<file path="src/rtl/pbw_cfg.svh">
// Shared constants for the pack balance and watchdog control pair.
//Contract
//- Balance enable follows direction options, end-of-charge exception
//- On/off times: two-bit scale, ten-bit count
//- Balance only in on phase, off in off phase
//- Host balance bit suspends automatic balancing
//- Select register bits map to balance outputs
//- Outputs-on bit drives selected balance outputs
//- Watchdog active only when any host bit set
//- No traffic for timeout period raises timeout
//- Start plus valid address restarts the watchdog
//- Timeout: outputs off, serial reset, interrupt pulses
//- FETs stay forced off until traffic returns
//- Resume clears host bits except balance control
//- FET turn-off pull-down is a timed pulse
//- Shutdown low while any fault exists
//- End-of-charge low above threshold, high below
//- Fuse drive high on overvoltage lockout
//- Fuse drive optionally on differential or open-wire
//- FETs-off input forces every FET off
`ifndef PBW_CFG_SVH
`define PBW_CFG_SVH

// ----------------------------------------------------------------------
// Clock and timing.
// ----------------------------------------------------------------------
`define PBW_CLK_HZ 20000000
`define PBW_US_CYC (`PBW_CLK_HZ / 1000000)
`define PBW_UNITS_PER_MS 1000
`define PBW_UNITS_PER_S 1000
`define PBW_S_PER_MIN 60
`define PBW_FET_OFF_PULSE_US 300
`define PBW_FET_OFF_PULSE_CYC ((`PBW_FET_OFF_PULSE_US * `PBW_CLK_HZ) / 1000000)
`define PBW_WDT_TIMEOUT_MS 1000

// ----------------------------------------------------------------------
// Device register offsets on the link.
// ----------------------------------------------------------------------
`define PBW_REG_BAL_SEL 8'h84
`define PBW_REG_CTRL 8'h85
`define PBW_REG_CFG 8'h86
`define PBW_REG_FET_REQ 8'h87
`define PBW_REG_ON_LO 8'h88
`define PBW_REG_ON_HI 8'h89
`define PBW_REG_OFF_LO 8'h8A
`define PBW_REG_OFF_HI 8'h8B
`define PBW_REG_EOC_LO 8'h8C
`define PBW_REG_EOC_HI 8'h8D

// Control register bits.
`define PBW_CTRL_SCAN 0
`define PBW_CTRL_CMON 1
`define PBW_CTRL_LMON 2
`define PBW_CTRL_BAL 3
`define PBW_CTRL_FET 4
`define PBW_CTRL_NVM 5
`define PBW_CTRL_BAL_ON 6
`define PBW_CTRL_RESUME_KEEP 7'h48

// Configuration register bits.
`define PBW_CFG_IN_CHG 0
`define PBW_CFG_IN_DCHG 1
`define PBW_CFG_AT_EOC 2
`define PBW_CFG_FUSE_DIFF 3
`define PBW_CFG_FUSE_OPEN 4

// Time scale codes.
`define PBW_SCALE_US 2'h0
`define PBW_SCALE_MS 2'h1
`define PBW_SCALE_S 2'h2
`define PBW_SCALE_MIN 2'h3

// ----------------------------------------------------------------------
// Host APB register offsets.
// ----------------------------------------------------------------------
`define PBW_APB_LINK_WR 8'h00
`define PBW_APB_PING 8'h04
`define PBW_APB_PIN_CTRL 8'h08
`define PBW_APB_STATUS 8'h0C
`define PBW_APB_IRQ_STAT 8'h10
`define PBW_APB_IRQ_CLR 8'h14
`define PBW_APB_IRQ_EN 8'h18
`define PBW_IRQ_W 5

`endif

</file>
<file path="src/rtl/pbw_pkg.sv">
// Types shared by both ends of the pack balance and watchdog link.
package pbw_pkg;
    // Balance timer phase.
    typedef enum logic {PBW_PH_ON, PBW_PH_OFF} pbw_phase_e;
    // One on or off duration: scale code over a ten-bit count.
    typedef struct packed {
        logic [1:0] scale;
        logic [9:0] count;
    } pbw_time_s;
endpackage

</file>
<file path="src/rtl/pbw_link_if.sv">
// Link between the pack controller device and its host controller.
`timescale 1ns/1ps
interface pbw_link_if;
    logic addr_seen;       // Start plus valid slave address seen, pulse.
    logic wr_valid;        // Register write, pulse.
    logic [7:0] wr_addr;   // Register offset of the write.
    logic [7:0] wr_data;   // Register data of the write.
    logic fets_off_a;      // Force all FETs off, level, active high.
    logic int_n;           // Interrupt, active low.
    logic serial_reset;    // Serial interface reset, pulse.
    logic fuse_drive;      // Fuse drive, active high.
    logic sd_o;            // Shutdown open-drain output value.
    logic sd_oe;           // Shutdown open-drain enable.
    logic eoc_o;           // End-of-charge open-drain output value.
    logic eoc_oe;          // End-of-charge open-drain enable.
    logic shutdown_n_line; // Resolved shutdown wire, pulled up.
    logic eoc_n_line;      // Resolved end-of-charge wire, pulled up.

    // Open-drain wires read high unless driven.
    assign shutdown_n_line = sd_oe ? sd_o : 1'b1;
    assign eoc_n_line = eoc_oe ? eoc_o : 1'b1;

    modport dev (
        input addr_seen, wr_valid, wr_addr, wr_data, fets_off_a,
        output int_n, serial_reset, fuse_drive, sd_o, sd_oe, eoc_o, eoc_oe
    );
    modport host (
        output addr_seen, wr_valid, wr_addr, wr_data, fets_off_a,
        input int_n, serial_reset, fuse_drive, shutdown_n_line, eoc_n_line
    );
endinterface

</file>
<file path="src/rtl/pbw_device.sv">
// Pack controller device end: balance gating, watchdog, FET and pin control.
//
// Added by the designer: the APB slave port, on the host end.
`timescale 1ns/1ps
`include "pbw_cfg.svh"
module pbw_device
    import pbw_pkg::*;
#(
    parameter int WDT_TIMEOUT_MS = `PBW_WDT_TIMEOUT_MS,
    parameter int FET_OFF_CYC = `PBW_FET_OFF_PULSE_CYC
) (
    // Clock and reset.
    input wire logic clk_i,
    input wire logic sys_rst_i,
    // Link to the host.
    pbw_link_if.dev link,
    // Measurement and fault status.
    input wire logic charging_current_flag_i,
    input wire logic discharging_current_flag_i,
    input wire logic [11:0] cell_v_i [8],
    input wire logic [7:0] cell_balance_req_i,
    input wire logic [4:0] pack_fault_i,
    input wire logic overvoltage_lockout_i,
    input wire logic cell_differential_fault_i,
    input wire logic open_wire_i,
    // Gate and balance outputs.
    output logic [7:0] balance_out_o,
    output logic [2:0] fet_gate_o,
    output logic [2:0] fet_pulldown_o
);
    // ------------------------------------------------------------------
    // Registers written over the link.
    // ------------------------------------------------------------------
    logic [7:0] bal_sel_reg;   // Balance output select.
    logic [6:0] ctrl_reg;      // Host control bits.
    logic [4:0] cfg_reg;       // Balance and fuse options.
    logic [2:0] fet_req_reg;   // Host FET requests: charge, discharge, precharge.
    pbw_time_s on_time_reg;    // Balance on duration.
    pbw_time_s off_time_reg;   // Balance off duration.
    logic [11:0] eoc_thr_reg;  // End-of-charge threshold.
    logic wr_hit;              // A write is present this cycle.
    logic wdt_to_reg;          // Watchdog timed out.
    logic resume;              // Traffic returns after a timeout.

    assign wr_hit = link.wr_valid;
    assign resume = link.addr_seen & wdt_to_reg;

    // Data registers take link writes at their offsets.
    always_ff @(posedge clk_i) begin
        if (sys_rst_i) begin
            bal_sel_reg <= 8'h00;
            cfg_reg <= 5'h00;
            fet_req_reg <= 3'h0;
            on_time_reg <= '0;
            off_time_reg <= '0;
            eoc_thr_reg <= 12'hFFF;
        end else if (wr_hit) begin
            case (link.wr_addr)
                `PBW_REG_BAL_SEL: bal_sel_reg <= link.wr_data;
                `PBW_REG_CFG: cfg_reg <= link.wr_data[4:0];
                `PBW_REG_FET_REQ: fet_req_reg <= link.wr_data[2:0];
                `PBW_REG_ON_LO: on_time_reg.count[7:0] <= link.wr_data;
                `PBW_REG_ON_HI: begin
                    on_time_reg.count[9:8] <= link.wr_data[1:0];
                    on_time_reg.scale <= link.wr_data[5:4];
                end
                `PBW_REG_OFF_LO: off_time_reg.count[7:0] <= link.wr_data;
                `PBW_REG_OFF_HI: begin
                    off_time_reg.count[9:8] <= link.wr_data[1:0];
                    off_time_reg.scale <= link.wr_data[5:4];
                end
                `PBW_REG_EOC_LO: eoc_thr_reg[7:0] <= link.wr_data;
                `PBW_REG_EOC_HI: eoc_thr_reg[11:8] <= link.wr_data[3:0];
                default: begin
                end
            endcase
        end
    end

    // Control bits; a write in the resume cycle wins over the clear.
    always_ff @(posedge clk_i) begin
        if (sys_rst_i) begin
            ctrl_reg <= 7'h00;
        end else if (wr_hit && link.wr_addr == `PBW_REG_CTRL) begin
            ctrl_reg <= link.wr_data[6:0];
        end else if (resume) begin
            ctrl_reg <= ctrl_reg & `PBW_CTRL_RESUME_KEEP;
        end
    end

    // ------------------------------------------------------------------
    // Time base: microsecond, millisecond, second and minute ticks.
    // ------------------------------------------------------------------
    logic [4:0] us_cnt_reg;
    logic [9:0] ms_cnt_reg;
    logic [9:0] s_cnt_reg;
    logic [5:0] min_cnt_reg;
    logic us_tick, ms_tick, s_tick, min_tick;

    assign us_tick = us_cnt_reg == 5'(`PBW_US_CYC - 1);
    assign ms_tick = us_tick && ms_cnt_reg == 10'(`PBW_UNITS_PER_MS - 1);
    assign s_tick = ms_tick && s_cnt_reg == 10'(`PBW_UNITS_PER_S - 1);
    assign min_tick = s_tick && min_cnt_reg == 6'(`PBW_S_PER_MIN - 1);

    // Chained prescalers, each wraps on its own tick.
    always_ff @(posedge clk_i) begin
        if (sys_rst_i) begin
            us_cnt_reg <= 5'h00;
            ms_cnt_reg <= 10'h000;
            s_cnt_reg <= 10'h000;
            min_cnt_reg <= 6'h00;
        end else begin
            us_cnt_reg <= us_tick ? 5'h00 : us_cnt_reg + 5'h01;
            if (us_tick) ms_cnt_reg <= ms_tick ? 10'h000 : ms_cnt_reg + 10'h001;
            if (ms_tick) s_cnt_reg <= s_tick ? 10'h000 : s_cnt_reg + 10'h001;
            if (s_tick) min_cnt_reg <= min_tick ? 6'h00 : min_cnt_reg + 6'h01;
        end
    end

    // ------------------------------------------------------------------
    // Watchdog.
    // ------------------------------------------------------------------
    logic wdt_active;
    logic [15:0] wdt_cnt_reg;
    logic int_low_reg;
    logic serial_reset_reg;

    assign wdt_active = |ctrl_reg[`PBW_CTRL_NVM:`PBW_CTRL_SCAN];

    // Counts whole milliseconds without traffic; restarts on an address.
    always_ff @(posedge clk_i) begin
        if (sys_rst_i || !wdt_active || link.addr_seen) begin
            wdt_cnt_reg <= 16'h0000;
        end else if (ms_tick && !wdt_to_reg) begin
            wdt_cnt_reg <= wdt_cnt_reg + 16'h0001;
        end
    end

    // Timeout holds until a start and valid address are seen.
    always_ff @(posedge clk_i) begin
        if (sys_rst_i || link.addr_seen) begin
            wdt_to_reg <= 1'b0;
        end else if (wdt_active && ms_tick && wdt_cnt_reg == 16'(WDT_TIMEOUT_MS - 1)) begin
            wdt_to_reg <= 1'b1;
        end
    end

    // Serial reset pulse at timeout; interrupt low for one ms each second.
    always_ff @(posedge clk_i) begin
        if (sys_rst_i) begin
            serial_reset_reg <= 1'b0;
            int_low_reg <= 1'b0;
        end else begin
            serial_reset_reg <= wdt_active && ms_tick && !wdt_to_reg && !link.addr_seen
                && wdt_cnt_reg == 16'(WDT_TIMEOUT_MS - 1);
            // A second tick is also a millisecond tick, so the set must win over the clear.
            if (!wdt_to_reg || link.addr_seen) begin
                int_low_reg <= 1'b0;
            end else if (s_tick || serial_reset_reg) begin
                int_low_reg <= 1'b1;
            end else if (ms_tick) begin
                int_low_reg <= 1'b0;
            end
        end
    end

    assign link.serial_reset = serial_reset_reg;
    assign link.int_n = ~int_low_reg;

    // ------------------------------------------------------------------
    // End-of-charge and fault pins.
    // ------------------------------------------------------------------
    logic all_above, all_below;
    logic eoc_low_reg, sd_low_reg, fuse_reg;

    // Compares every cell against the threshold.
    always_comb begin
        all_above = 1'b1;
        all_below = 1'b1;
        for (int i = 0; i < 8; i++) begin
            all_above = all_above & (cell_v_i[i] > eoc_thr_reg);
            all_below = all_below & (cell_v_i[i] < eoc_thr_reg);
        end
    end

    // Pin states with hysteresis on end-of-charge.
    always_ff @(posedge clk_i) begin
        if (sys_rst_i) begin
            eoc_low_reg <= 1'b0;
            sd_low_reg <= 1'b0;
            fuse_reg <= 1'b0;
        end else begin
            if (all_above) eoc_low_reg <= 1'b1;
            else if (all_below) eoc_low_reg <= 1'b0;
            sd_low_reg <= |pack_fault_i;
            fuse_reg <= overvoltage_lockout_i
                | (cfg_reg[`PBW_CFG_FUSE_DIFF] & cell_differential_fault_i)
                | (cfg_reg[`PBW_CFG_FUSE_OPEN] & open_wire_i);
        end
    end

    assign link.sd_o = 1'b0;
    assign link.sd_oe = sd_low_reg;
    assign link.eoc_o = 1'b0;
    assign link.eoc_oe = eoc_low_reg;
    assign link.fuse_drive = fuse_reg;

    // ------------------------------------------------------------------
    // Balance enable and on/off timer.
    // ------------------------------------------------------------------
    logic bal_en;
    logic forced_off;
    pbw_phase_e phase_reg;
    logic [9:0] unit_cnt_reg;
    logic [1:0] cur_scale;
    logic unit_tick;
    logic [7:0] bal_next;

    assign forced_off = link.fets_off_a | wdt_to_reg;
    assign bal_en = (cfg_reg[`PBW_CFG_IN_CHG] & charging_current_flag_i
            & ~discharging_current_flag_i)
        | (cfg_reg[`PBW_CFG_IN_DCHG] & discharging_current_flag_i
            & ~charging_current_flag_i)
        | (cfg_reg[`PBW_CFG_AT_EOC] & eoc_low_reg);
    assign cur_scale = (phase_reg == PBW_PH_ON) ? on_time_reg.scale : off_time_reg.scale;

    // Picks the tick matching the running phase's scale.
    always_comb begin
        case (cur_scale)
            `PBW_SCALE_US: unit_tick = us_tick;
            `PBW_SCALE_MS: unit_tick = ms_tick;
            `PBW_SCALE_S: unit_tick = s_tick;
            `PBW_SCALE_MIN: unit_tick = min_tick;
            default: unit_tick = 1'b0;
        endcase
    end

    // Counts units down and swaps phase at zero.
    always_ff @(posedge clk_i) begin
        if (sys_rst_i) begin
            phase_reg <= PBW_PH_ON;
            unit_cnt_reg <= 10'h000;
        end else if (unit_tick) begin
            if (unit_cnt_reg != 10'h000) begin
                unit_cnt_reg <= unit_cnt_reg - 10'h001;
            end else if (phase_reg == PBW_PH_ON) begin
                phase_reg <= PBW_PH_OFF;
                unit_cnt_reg <= off_time_reg.count;
            end else begin
                phase_reg <= PBW_PH_ON;
                unit_cnt_reg <= on_time_reg.count;
            end
        end
    end

    // Host override, else automatic balancing in the on phase only.
    always_comb begin
        if (forced_off) begin
            bal_next = 8'h00;
        end else if (ctrl_reg[`PBW_CTRL_BAL]) begin
            bal_next = ctrl_reg[`PBW_CTRL_BAL_ON] ? bal_sel_reg : 8'h00;
        end else if (phase_reg == PBW_PH_ON && bal_en) begin
            bal_next = cell_balance_req_i;
        end else begin
            bal_next = 8'h00;
        end
    end

    always_ff @(posedge clk_i) begin
        if (sys_rst_i) balance_out_o <= 8'h00;
        else balance_out_o <= bal_next;
    end

    // ------------------------------------------------------------------
    // Power FETs with timed turn-off pull-down.
    // ------------------------------------------------------------------
    logic [2:0] fet_next;
    logic [12:0] pd_cnt_reg [3];

    assign fet_next = forced_off ? 3'h0
        : ctrl_reg[`PBW_CTRL_FET] ? fet_req_reg : {3{~sd_low_reg}};

    always_ff @(posedge clk_i) begin
        if (sys_rst_i) fet_gate_o <= 3'h0;
        else fet_gate_o <= fet_next;
    end

    for (genvar g = 0; g < 3; g++) begin : g_pd
        // Loads the pulse length on each on-to-off edge of the gate.
        always_ff @(posedge clk_i) begin
            if (sys_rst_i) begin
                pd_cnt_reg[g] <= 13'h0000;
                fet_pulldown_o[g] <= 1'b0;
            end else begin
                if (fet_gate_o[g] && !fet_next[g]) pd_cnt_reg[g] <= 13'(FET_OFF_CYC);
                else if (pd_cnt_reg[g] != 13'h0000) pd_cnt_reg[g] <= pd_cnt_reg[g] - 13'h0001;
                fet_pulldown_o[g] <= (fet_gate_o[g] && !fet_next[g])
                    || pd_cnt_reg[g] > 13'h0001;
            end
        end
    end
endmodule

</file>
<file path="src/flat_wrapper.sv">
// flat-port wrapper written by rule: the top's interface ports become plain ports
module pbw_device_flat import pbw_pkg::*;
#(
    parameter int WDT_TIMEOUT_MS = `PBW_WDT_TIMEOUT_MS,
    parameter int FET_OFF_CYC = `PBW_FET_OFF_PULSE_CYC
)
  (clk_i, sys_rst_i, charging_current_flag_i, discharging_current_flag_i, cell_v_i, cell_balance_req_i, pack_fault_i, overvoltage_lockout_i, cell_differential_fault_i, open_wire_i, balance_out_o, fet_gate_o, fet_pulldown_o, link_addr_seen, link_wr_valid, link_wr_addr, link_wr_data, link_fets_off_a, link_int_n, link_serial_reset, link_fuse_drive, link_sd_o, link_sd_oe, link_eoc_o, link_eoc_oe);
  pbw_link_if link_i ();
  input wire logic clk_i;
  input wire logic sys_rst_i;
  input wire logic charging_current_flag_i;
  input wire logic discharging_current_flag_i;
  input wire logic [11:0] cell_v_i[8];
  input wire logic [7:0] cell_balance_req_i;
  input wire logic [4:0] pack_fault_i;
  input wire logic overvoltage_lockout_i;
  input wire logic cell_differential_fault_i;
  input wire logic open_wire_i;
  output logic [7:0] balance_out_o;
  output logic [2:0] fet_gate_o;
  output logic [2:0] fet_pulldown_o;
  input wire logic [$bits(link_i.addr_seen)-1:0] link_addr_seen;
  input wire logic [$bits(link_i.wr_valid)-1:0] link_wr_valid;
  input wire logic [$bits(link_i.wr_addr)-1:0] link_wr_addr;
  input wire logic [$bits(link_i.wr_data)-1:0] link_wr_data;
  input wire logic [$bits(link_i.fets_off_a)-1:0] link_fets_off_a;
  output wire logic [$bits(link_i.int_n)-1:0] link_int_n;
  output wire logic [$bits(link_i.serial_reset)-1:0] link_serial_reset;
  output wire logic [$bits(link_i.fuse_drive)-1:0] link_fuse_drive;
  output wire logic [$bits(link_i.sd_o)-1:0] link_sd_o;
  output wire logic [$bits(link_i.sd_oe)-1:0] link_sd_oe;
  output wire logic [$bits(link_i.eoc_o)-1:0] link_eoc_o;
  output wire logic [$bits(link_i.eoc_oe)-1:0] link_eoc_oe;
  assign link_i.addr_seen = link_addr_seen;
  assign link_i.wr_valid = link_wr_valid;
  assign link_i.wr_addr = link_wr_addr;
  assign link_i.wr_data = link_wr_data;
  assign link_i.fets_off_a = link_fets_off_a;
  assign link_int_n = link_i.int_n;
  assign link_serial_reset = link_i.serial_reset;
  assign link_fuse_drive = link_i.fuse_drive;
  assign link_sd_o = link_i.sd_o;
  assign link_sd_oe = link_i.sd_oe;
  assign link_eoc_o = link_i.eoc_o;
  assign link_eoc_oe = link_i.eoc_oe;
  pbw_device #(.WDT_TIMEOUT_MS(WDT_TIMEOUT_MS), .FET_OFF_CYC(FET_OFF_CYC)) u_core (.clk_i(clk_i), .sys_rst_i(sys_rst_i), .link(link_i), .charging_current_flag_i(charging_current_flag_i), .discharging_current_flag_i(discharging_current_flag_i), .cell_v_i(cell_v_i), .cell_balance_req_i(cell_balance_req_i), .pack_fault_i(pack_fault_i), .overvoltage_lockout_i(overvoltage_lockout_i), .cell_differential_fault_i(cell_differential_fault_i), .open_wire_i(open_wire_i), .balance_out_o(balance_out_o), .fet_gate_o(fet_gate_o), .fet_pulldown_o(fet_pulldown_o));
endmodule
</file>
<file path="config.mk">
export PLATFORM = sky130hd
export DESIGN_NAME = pbw_device_flat
export DESIGN_NICKNAME = d
export VERILOG_FILES = /design/src/rtl/pbw_pkg.sv /design/src/rtl/pbw_link_if.sv /design/src/rtl/pbw_device.sv /design/src/flat_wrapper.sv
export VERILOG_INCLUDE_DIRS = /design/src /design/src/rtl
export SDC_FILE = /design/constraint.sdc
export NUM_CORES = 1
export LEC_CHECK = 0
export BUFFER_PORTS_ARGS = -buffer_cell sky130_fd_sc_hd__buf_2
export CAP_MARGIN = 0
export CORE_MARGIN = 3
export CORE_UTILIZATION = 49
export DETAILED_ROUTE_END_ITERATION = 10
export MAX_ROUTING_LAYER = met4
export PLACE_DENSITY = 0.7
export SETUP_SLACK_MARGIN = 0.2
export SLEW_MARGIN = 40
export SYNTH_ARGS = -nofsm -noshare
export SYNTH_HDL_FRONTEND = slang
export SYNTH_SLANG_ARGS = --single-unit
</file>
<file path="constraint.sdc">
create_clock -name clk_i -period 2.9 [get_ports clk_i]
set_clock_uncertainty 0.05 [all_clocks]
set_input_delay 0.145 -clock clk_i [delete_from_list [all_inputs] [get_ports clk_i]]
set_output_delay 0.145 -clock clk_i [all_outputs]
set_load 0.005 [all_outputs]
</file>
# Yosys cells after proc, flatten, opt, wreduce, memory -nomap -nowiden
# Memories as Yosys holds them, arrays and structs flattened.
# Cells that the tools add are included.
[totals]
register_bits = 137
ramBits = 39
output_inout_bits = 21
elab_cells = 216
mem_count = 1
[mem_list]
columns = ["memory", "words", "word_bits", "read_ports", "rd_ports_with_merged_regs", "write_ports", "line", "rtl"]
rows = [
  ["u_core.pd_cnt_reg", 3, 13, 3, 0, 3, "pbw_device.sv:278", "logic [12:0] pd_cnt_reg [3];"],
]
[op_classes]
add_sub_neg = 9
n_lt_le_gt_ge = 19
n_eq_ne = 18
muxes = 48
n_bitwise = 39
reduce_logical = 51
[ops]
columns = ["operator", "count"]
rows = [
  ["12-bit greater-than comparator", 8],
  ["12-bit less-than comparator", 8],
  ["8-bit == test (second input constant)", 10],
  ["13-bit two-way mux", 6],
  ["10-bit two-way mux", 4],
  ["13-bit by 1-bit greater-than comparator with 1-bit output (second input constant)", 3],
  ["13-bit nonzero test", 3],
  ["13-bit by 1-bit subtractor with 13-bit output (second input constant)", 3],
  ["1-bit two-way mux", 28],
  ["8-bit two-way mux", 3],
  ["1-bit bitwise AND", 22],
  ["10-bit by 1-bit adder with 10-bit output (second input constant)", 2],
  ["10-bit == test (second input constant)", 2],
  ["2-bit AND reduction", 10],
  ["16-bit by 1-bit adder with 16-bit output (second input constant)", 1],
  ["16-bit by 10-bit == test with 1-bit output (second input constant)", 1],
  ["1-bit logical AND", 14],
  ["6-bit two-way mux", 2],
  ["1-bit OR", 11],
  ["10-bit nonzero test", 1],
  ["10-bit by 1-bit subtractor with 10-bit output (second input constant)", 1],
  ["1-bit logical OR", 8],
  ["7-bit two-way mux", 1],
  ["6-bit by 1-bit adder with 6-bit output (second input constant)", 1],
  ["15 further kinds", 31],
]

# Longest topological paths before layout
# Gate-level depths: netlist of run 1.
[depth]
depth_word = 10
ltp_mapped = 12

# Worst setup path after synthesis of run 1
# No wires, ideal clock.
[synth_path]
kind = "reg-to-reg"
startpoint = "memory u_core.pd_cnt_reg[1][3]"
endpoint = "memory u_core.pd_cnt_reg[1][10], data pin"
setup_time_ns = 0.269
t_arrival_ns = 2.036
path_slack_ns = 0.545
stages_incl_launch_ff = 7
n_path_buf = 1
period_less_slack_ns = 2.355
cell_sequence = "edfxtp_1 or3_1 nor4_1 nand2_1 o31ai_1 clkbuf_1 o21ai_0"
[synth_lines]
columns = ["element", "line"]
rows = [
  ["from (decl)", "pbw_device.sv:278"],
]

# Final worst setup path of run 1
[layout_path]
startpoint = "register u_core.us_cnt_reg[0]"
endpoint = "register u_core.unit_cnt_reg[8]"
[layout_via]
elab_chain_cells = 5
[layout_lines]
columns = ["element", "line", "rtl"]
rows = [
  ["from (decl)", "pbw_device.sv:94", "logic [4:0] us_cnt_reg;"],
  ["from (signal assigned)", "pbw_device.sv:113", "us_cnt_reg <= us_tick ? 5'h00 : us_cnt_reg + 5'h01;"],
  ["5-bit == test *", "pbw_device.sv:100", "assign us_tick = us_cnt_reg == 5'(`PBW_US_CYC - 1);"],
  ["1-bit logical AND", "pbw_device.sv:101", "assign ms_tick = us_tick && ms_cnt_reg == 10'(`PBW_UNITS_PER_MS - 1);"],
  ["1-bit logical AND", "pbw_device.sv:102", "assign s_tick = ms_tick && s_cnt_reg == 10'(`PBW_UNITS_PER_S - 1);"],
  ["1-bit logical AND", "pbw_device.sv:103", "assign min_tick = s_tick && min_cnt_reg == 6'(`PBW_S_PER_MIN - 1);"],
  ["1-bit case mux with 4 select lines *", "pbw_device.sv:229", "case (cur_scale)"],
  ["to (signal assigned)", "pbw_device.sv:245", "unit_cnt_reg <= unit_cnt_reg - 10'h001;"],
  ["to (signal assigned)", "pbw_device.sv:248", "unit_cnt_reg <= off_time_reg.count;"],
  ["to (signal assigned)", "pbw_device.sv:251", "unit_cnt_reg <= on_time_reg.count;"],
  ["to (decl)", "pbw_device.sv:214", "logic [9:0] unit_cnt_reg;"],
]
# Every way passes the cells marked *; elsewhere a longest branch is shown, timed or not.
# A chain may end at the register's enable or synchronous reset.

==> qor.yml, run 1 <==
pwr:
  power.total_uw: 6630
  ir_drop_mv: 0.452
  leakage_uw: 0.00501
  power.density_mw_per_mm2: 564
clock_tree:
  cts.path.max_buffers: 2
  clk_latency_ps: 430
  cts_setup_buffers: 0
  clk_pin_slew_ps: 60
  cts_tree: "done"
  ctsRootBufferMaster: "clkbuf_16"
  cts_buffers: 17
  cts.sinks: 176
  cts_htree_levels: 4
placed_design:
  dp_hpwl_um: 18700
  port_buffers: 153
  dp_cells: 1502
  place_ws_ps: 341
  gp_congestion: 0.939
timing:
  final.min_clock_period_ps: 2420
  slew_headroom: 0.503
  finalCritPeriodShare: 0.833
  rsz0062_at_grt: "no"
  worst_slack_ps: 484
  finalHoldViolCount: 0
  hold_slack_ps: 20.7
  fmax_ghz: 0.414
  tightest_slew_ps: 740
  slew_violations: 0
  fin_setup_tns_ps: 0
  setup_viol: 0
cells_and_area:
  drive_gt1_frac: 0.167
  nets: 1514
  multi_input_area_mm2: 0.00571
  fill_cells: 1811
  seq_area_mm2: 0.00391
  layout.cells.non_filler: 1553
  area_growth_pct: 18.6
  largest_reg_flops: 39
min_path:
  worstHoldPathType: "in2reg"
routing:
  viasPerCell: 5.50
  vias: 8542
  drtPass1Iterations: 5
  first_iter_violations: 489
  antenna_left: 0
  totalWireLength_um: 25200
  wl_per_cell_um: 16.2
  drc: 0
synthesis:
  synth_top_flop_cell: "dfxtp_1"
  netlist_area_mm2: 0.00991
  ys_seq_area_frac: 0.395
  synth_edf_count: 39
  synth-seq-cells: 176
  synth_warnings: 0
  synth.distinct_cells: 55
  syn_inst: 1102
  syn-mean-instance-area_um2: 9.00
  async_flop_share: 0
critical_path:
  critPathLaunchType: "flip-flop"
  arrival_ps: 2740
  end_kind: "flip-flop"
  critical_path.max_fanout: 18
  cp.required_ps: 3230
  worstSetupPathType: "reg2reg"
global_routing:
  grt_max_degree: 61
  grt_pass1_vias: 7856
  grt_use_total: 0.232
  grt_pass1_wl_um: 39700
  antenna_found_initial: 4
  grt_overflow: 0
die:
  die_h_um: 148
  initial_utilization: 0.504
  coreArea_mm2: 0.0197
  die-width_um: 148
  dieArea_mm2: 0.0220
  row_count: 51
  ioPinCount: 156
flow_run:
  drv_cap: 0
outcome:
  status: "finished clean"
[metrics by stage]
step / util / instance area, um2
after floorplan: - / 9920
after global placement: 0.560 / 11000
after detailed placement: 0.560 / 11000
after CTS: 0.598 / 11700
after global routing: 0.598 / 11800
final: 0.598 / 11800
[cells in the final DEF (no fill, tap or decap), types with 4 or more instances in the layout]
cell type and count:
xor2_1 33, nor2b_1 12, a211o_1 15, nand4_1 40, inv_1 35, diode_2 4
buf_4 21, a211oi_1 10, or4_1 4, nand2_1 91, buf_2 153, edfxtp_1 39
dfxtp_1 137, a21oi_1 68, nand2b_1 5, or3_1 9, mux2i_1 49, dlygate4sd3_1 15
nor3_1 34, clkinv_1 4, a22oi_1 12, and3_1 10, o211ai_1 20, ha_1 108
nand3b_1 6, nor2_1 161, nand3_1 44, clkbuf_16 17, xnor2_1 32, nor4_1 16
and2_1 7, o21ai_0 28
[cell families after synthesis]
family	count (synthesis)	synth area share
other	1	0.000378
DFF	176	0.395
muxes	50	0.0509
xor gates and xnor gates	65	0.0574
and+or+nand+nor	457	0.222
AOI/OAI and AO/OA	170	0.108
adders and majority gates	108	0.136
buffers and inverters	75	0.0305
[cell usage after synthesis, types with 2 or more instances]
cell,number,area (um2)
inv_1,35,131
buf_2,2,10.0
nand3_1,44,220
a31oi_1,3,18.8
nor2b_1,12,75.1
nor2_1,161,604
or4_1,4,30.0
and4b_1,3,30.0
nor4_1,16,100
o21ai_0,28,140
a211oi_1,10,75.1
nor3_1,35,175
o21a_1,2,15.0
o211ai_1,20,150
a211o_1,15,131
or3_1,9,56.3
and3_1,10,62.6
buf_4,5,37.5
a31o_2,2,17.5
a21oi_1,68,340
nand2_1,91,342
nand3b_1,6,45.0
clkbuf_1,26,97.6
mux2i_1,49,490
xnor2_1,32,280
nand4b_1,2,17.5
nand4_1,40,250
or2_2,3,18.8
o211a_1,2,20.0
ha_1,108,1350
a22oi_1,12,90.1
and2_1,7,43.8
o31ai_1,2,15.0
nand2b_1,5,31.3
xor2_1,33,289
dfxtp_1,137,2740
edfxtp_1,39,1170
buf_1,7,26.3
[layout make-up]
type,instances,share of cell area
Inverter,35,0.0112
Sequential cell,176,0.333
Timing Repair Buffer,189,0.0913
Antenna cell,4,0.000851
Clock inverter,13,0.0121
Tap cell,265,0.0282
Multi-Input combinational cell,852,0.486
Clock buffer,19,0.0377
[timing repair]
item                                    CTS  global route
hold buffers                             15             0
gates resized for setup                   0             1
endpoints found under the setup margin    0            17
hold endpoints to repair                 14             0
[per-layer routing]
| metal | part of all wire | vias to the layer above | wire length [um] | track usage |
|---|---|---|---|---|
| met5 | 0 | - | 0 | - |
| met4 | 0.017 | 0 | 420 | 0.0605 |
| li1 | - | 4304 | - | - |
| met3 | 0.053 | 28 | 1340 | 0.0445 |
| met2 | 0.47 | 197 | 11800 | 0.360 |
| met1 | 0.46 | 4013 | 11600 | 0.314 |
[power by group]
group	switching, uW	total, uW	internal [uW]
logic	713	1300	586
clock network	941	2300	1360
registers	210	3030	2820
total	1860	6630	4770
[worst paths after layout]
check,cells after the start,slack (ps),from,end
setup / recovery,9,480,u_core.us_cnt_reg[0],u_core.unit_cnt_reg[8]
hold / removal,3,20,link_wr_data[3],u_core.ctrl_reg[3]
setup reg to reg,9,480,u_core.us_cnt_reg[0],u_core.unit_cnt_reg[8]
hold reg to reg,1,400,u_core.us_cnt_reg[0],u_core.us_cnt_reg[0]
[critical path: stages (launching register included)]
cell and delay (ps):
dfxtp_1 350, ha_1 250, and4bb_1 230, and4_2 380, o2111ai_1 160, mux2i_2 180
buf_4 240, nand4_1 130, nor4_1 260, a31o_2 140
Note: power is estimated with default switching activity, not from simulation.
==> run 2, diff against run 1 <==
ABC_AREA = 1   (was default)
PLACE_DENSITY = 0.69   (was 0.7)
clock period = 2.3 ns   (was 2.9 ns; I/O delays follow)
==> run 2 against run 1 <==
Synthesized cell count up 38%. Critical path depth up 4. Cell area up 12%. Register-to-register slack worse by 200 ps. Worst setup slack worse by 200 ps. Critical endpoint is now u_core.link.eoc_oe. Sequential power up 21%. Worst hold slack worse by 8.2 ps. Fmax up 20%. Non-clock buffer count up 7. Largest cell class unchanged. Via count up 21%. Sequential share of layout area down 3.6 points. Combinational power up 130%.
==> qor.yml, run 2 <==
outcome:
  status: "finished clean"
routing:
  antenna_left: 0
  drtPass1Iterations: 5
  totalWireLength_um: 27600
  wl_per_cell_um: 13.8
  viasPerCell: 5.17
  drc: 0
  vias: 10400
  first_iter_violations: 602
pwr:
  ir_drop_mv: 0.599
  power.density_mw_per_mm2: 736
  leakage_uw: 0.00634
timing:
  hold_slack_ps: 12.6
  slew_headroom: 0.539
  final.min_clock_period_ps: 2020
  finalCritPeriodShare: 0.878
  rsz0062_at_grt: "yes"
  fmax_ghz: 0.495
  setup_viol: 0
  slew_violations: 0
  fin_setup_tns_ps: 0
  finalHoldViolCount: 0
  tightest_slew_ps: 685
  worst_slack_ps: 281
critical_path:
  critical_path.max_fanout: 8
  cp_slowest_cell: "dfxtp_2"
  cp_common_cell: "nand2_1"
  critPathLaunchType: "flip-flop"
  arrival_ps: 2260
  cp_slowest_stage_delay_ps: 350
  worstSetupPathType: "reg2reg"
  path_cells: "clkinvlp_4 > buf_12 > buf_4 > ha_1 > a21o_1 > nor2_1 > nand2_1 > nor2_2 > nand2_1 > nor2_2 > nand2_1 > nand2_1 > a21oi_1"
  end_kind: "flip-flop"
  cp.required_ps: 2540
clock_tree:
  cts.sinks: 176
  cts_buffers: 17
  cts.path.max_buffers: 2
  cts_tree: "done"
  clk_latency_ps: 430
  clk_pin_slew_ps: 60
  ctsRootBufferMaster: "clkbuf_16"
  cts_htree_levels: 4
synthesis:
  synth_top_area_share: 0.251
  async_flop_share: 0
  synth-seq-cells: 176
  netlist_area_mm2: 0.0109
  syn_inst: 1525
  synth.most_common_cell: "nand2_1"
  synth_edf_count: 39
  synth_top_flop_cell: "dfxtp_1"
  synthTopCellsByCount: "nand2_1, inv_1, nor2_1, dfxtp_1, a21oi_1"
  ys_seq_area_frac: 0.359
  synth.distinct_cells: 50
  syn-mean-instance-area_um2: 7.16
  synth_warnings: 0
  synth.area.top_cells: "dfxtp_1, ha_1, nand2_1"
  synth_top_cell_by_area: "dfxtp_1"
flow_run:
  drv_cap: 0
cells_and_area:
  final_common_cell: "nand2_1"
  area_growth_pct: 20.8
  layout_common_cells: "nand2_1, inv_1, buf_2, nor2_1"
  utilization: 0.614
  largest_reg_flops: 39
  layout.cells.non_filler: 2006
  drive_gt1_frac: 0.165
  nets: 1960
die:
  ioPinCount: 156
  coreArea_mm2: 0.0215
  die-width_um: 155
  row_count: 53
  dieArea_mm2: 0.0241
  initial_utilization: 0.508
  die_h_um: 155
global_routing:
  grt_overflow: 0
  grt_use_total: 0.231
  grt_pass1_wl_um: 44300
  grt_pass1_vias: 9484
  antenna_found_initial: 1
  grt_max_degree: 69
placed_design:
  port_buffers: 153
  gp_congestion: 0.938
  dp_hpwl_um: 21000
  place_ws_ps: 235
  dp_cells: 1946
min_path:
  worstHoldPathType: "in2reg"
==> run 2: cell count changes in the layout (fill, tap and decap cells not counted), moves of 19 or more <==
cell,before,now
nor2_2,0,19
xnor2_1,32,12
nand3_1,44,67
a21oi_1,68,134
o21ai_0,28,84
nor2_1,161,141
inv_1,35,221
mux2i_1,49,1
nand2_1,91,358
==> run 2: layout make-up <==
cell class | count | area [um2]
well taps | 275 | 344
diodes | 1 | 2.50
fillers | 1986 | 8300
clock inverters | 10 | 121
flip-flops and latches | 176 | 3920
inverters | 237 | 907
multi-input cells | 1089 | 6210
clock buffers | 22 | 497
repair buffers | 196 | 1180
==> run 2: path summary, 6_finish.rpt <==
| path | startpoint | end | slack (ps) | cells past startpoint |
|---|---|---|---|---|
| setup / recovery | u_core.eoc_thr_reg[11] | u_core.link.eoc_oe | 280 | 13 |
| hold / removal | link_wr_data[2] | u_core.ctrl_reg[2] | 10 | 3 |
| setup reg to reg | u_core.eoc_thr_reg[11] | u_core.link.eoc_oe | 280 | 13 |
| hold reg to reg | u_core.us_cnt_reg[0] | u_core.us_cnt_reg[0] | 370 | 1 |
==> run 2: per-stage QoR <==
step / cell area [um2] / power, uW
detailed placement: 12000 / 6560
CTS: 12800 / 9600
global placement: 12000 / 6540
floorplan: 10900 / 5880
global route: 13200 / 10300
finish: 13200 / 9710
==> run 2: worst max-delay path: cells and delay by family, from the launching register on <==
family	cells	cell delay (ps)
fa+ha+maj	1	290
flops	1	350
buf+inv	3	380
simple gates	7	570
compound gates	2	240
==> run 2: kinds of logic after synthesis <==
group                    Yosys count  synth area share
AND/OR/NAND/NOR                  681             0.268
AO/OA/AOI/OAI                    264             0.129
buffers and inverters            261            0.0928
flip-flops                       176             0.359
adder cells (fa/ha/maj)          108             0.124
XOR/XNOR                          33            0.0265
other                              1          0.000344
multiplexers                       1          0.000917
==> run 2: layer usage <==
metal  vias to the layer above  track usage  routed length, um
met5                         -            -                  0
met4                         0       0.0684                564
met3                        45       0.0317               1270
met2                       242        0.390              13400
met1                      4719        0.289              12400
li1                       5364            -                  -
==> run 2: repair_timing <==
| item | 4_1_cts | 5_1_grt |
|---|---|---|
| gates resized for setup | 0 | 53 |
| hold buffers | 17 | 0 |
| setup buffers | 0 | 10 |
| endpoints found under the hold margin | 19 | 0 |
| setup endpoints to repair | 0 | 83 |
==> run 2: power breakdown <==
part	switching, uW	internal [uW]	total (uW)
logic	1870	1160	3030
registers	200	3470	3670
clock network	1240	1770	3010
total	3310	6400	9710
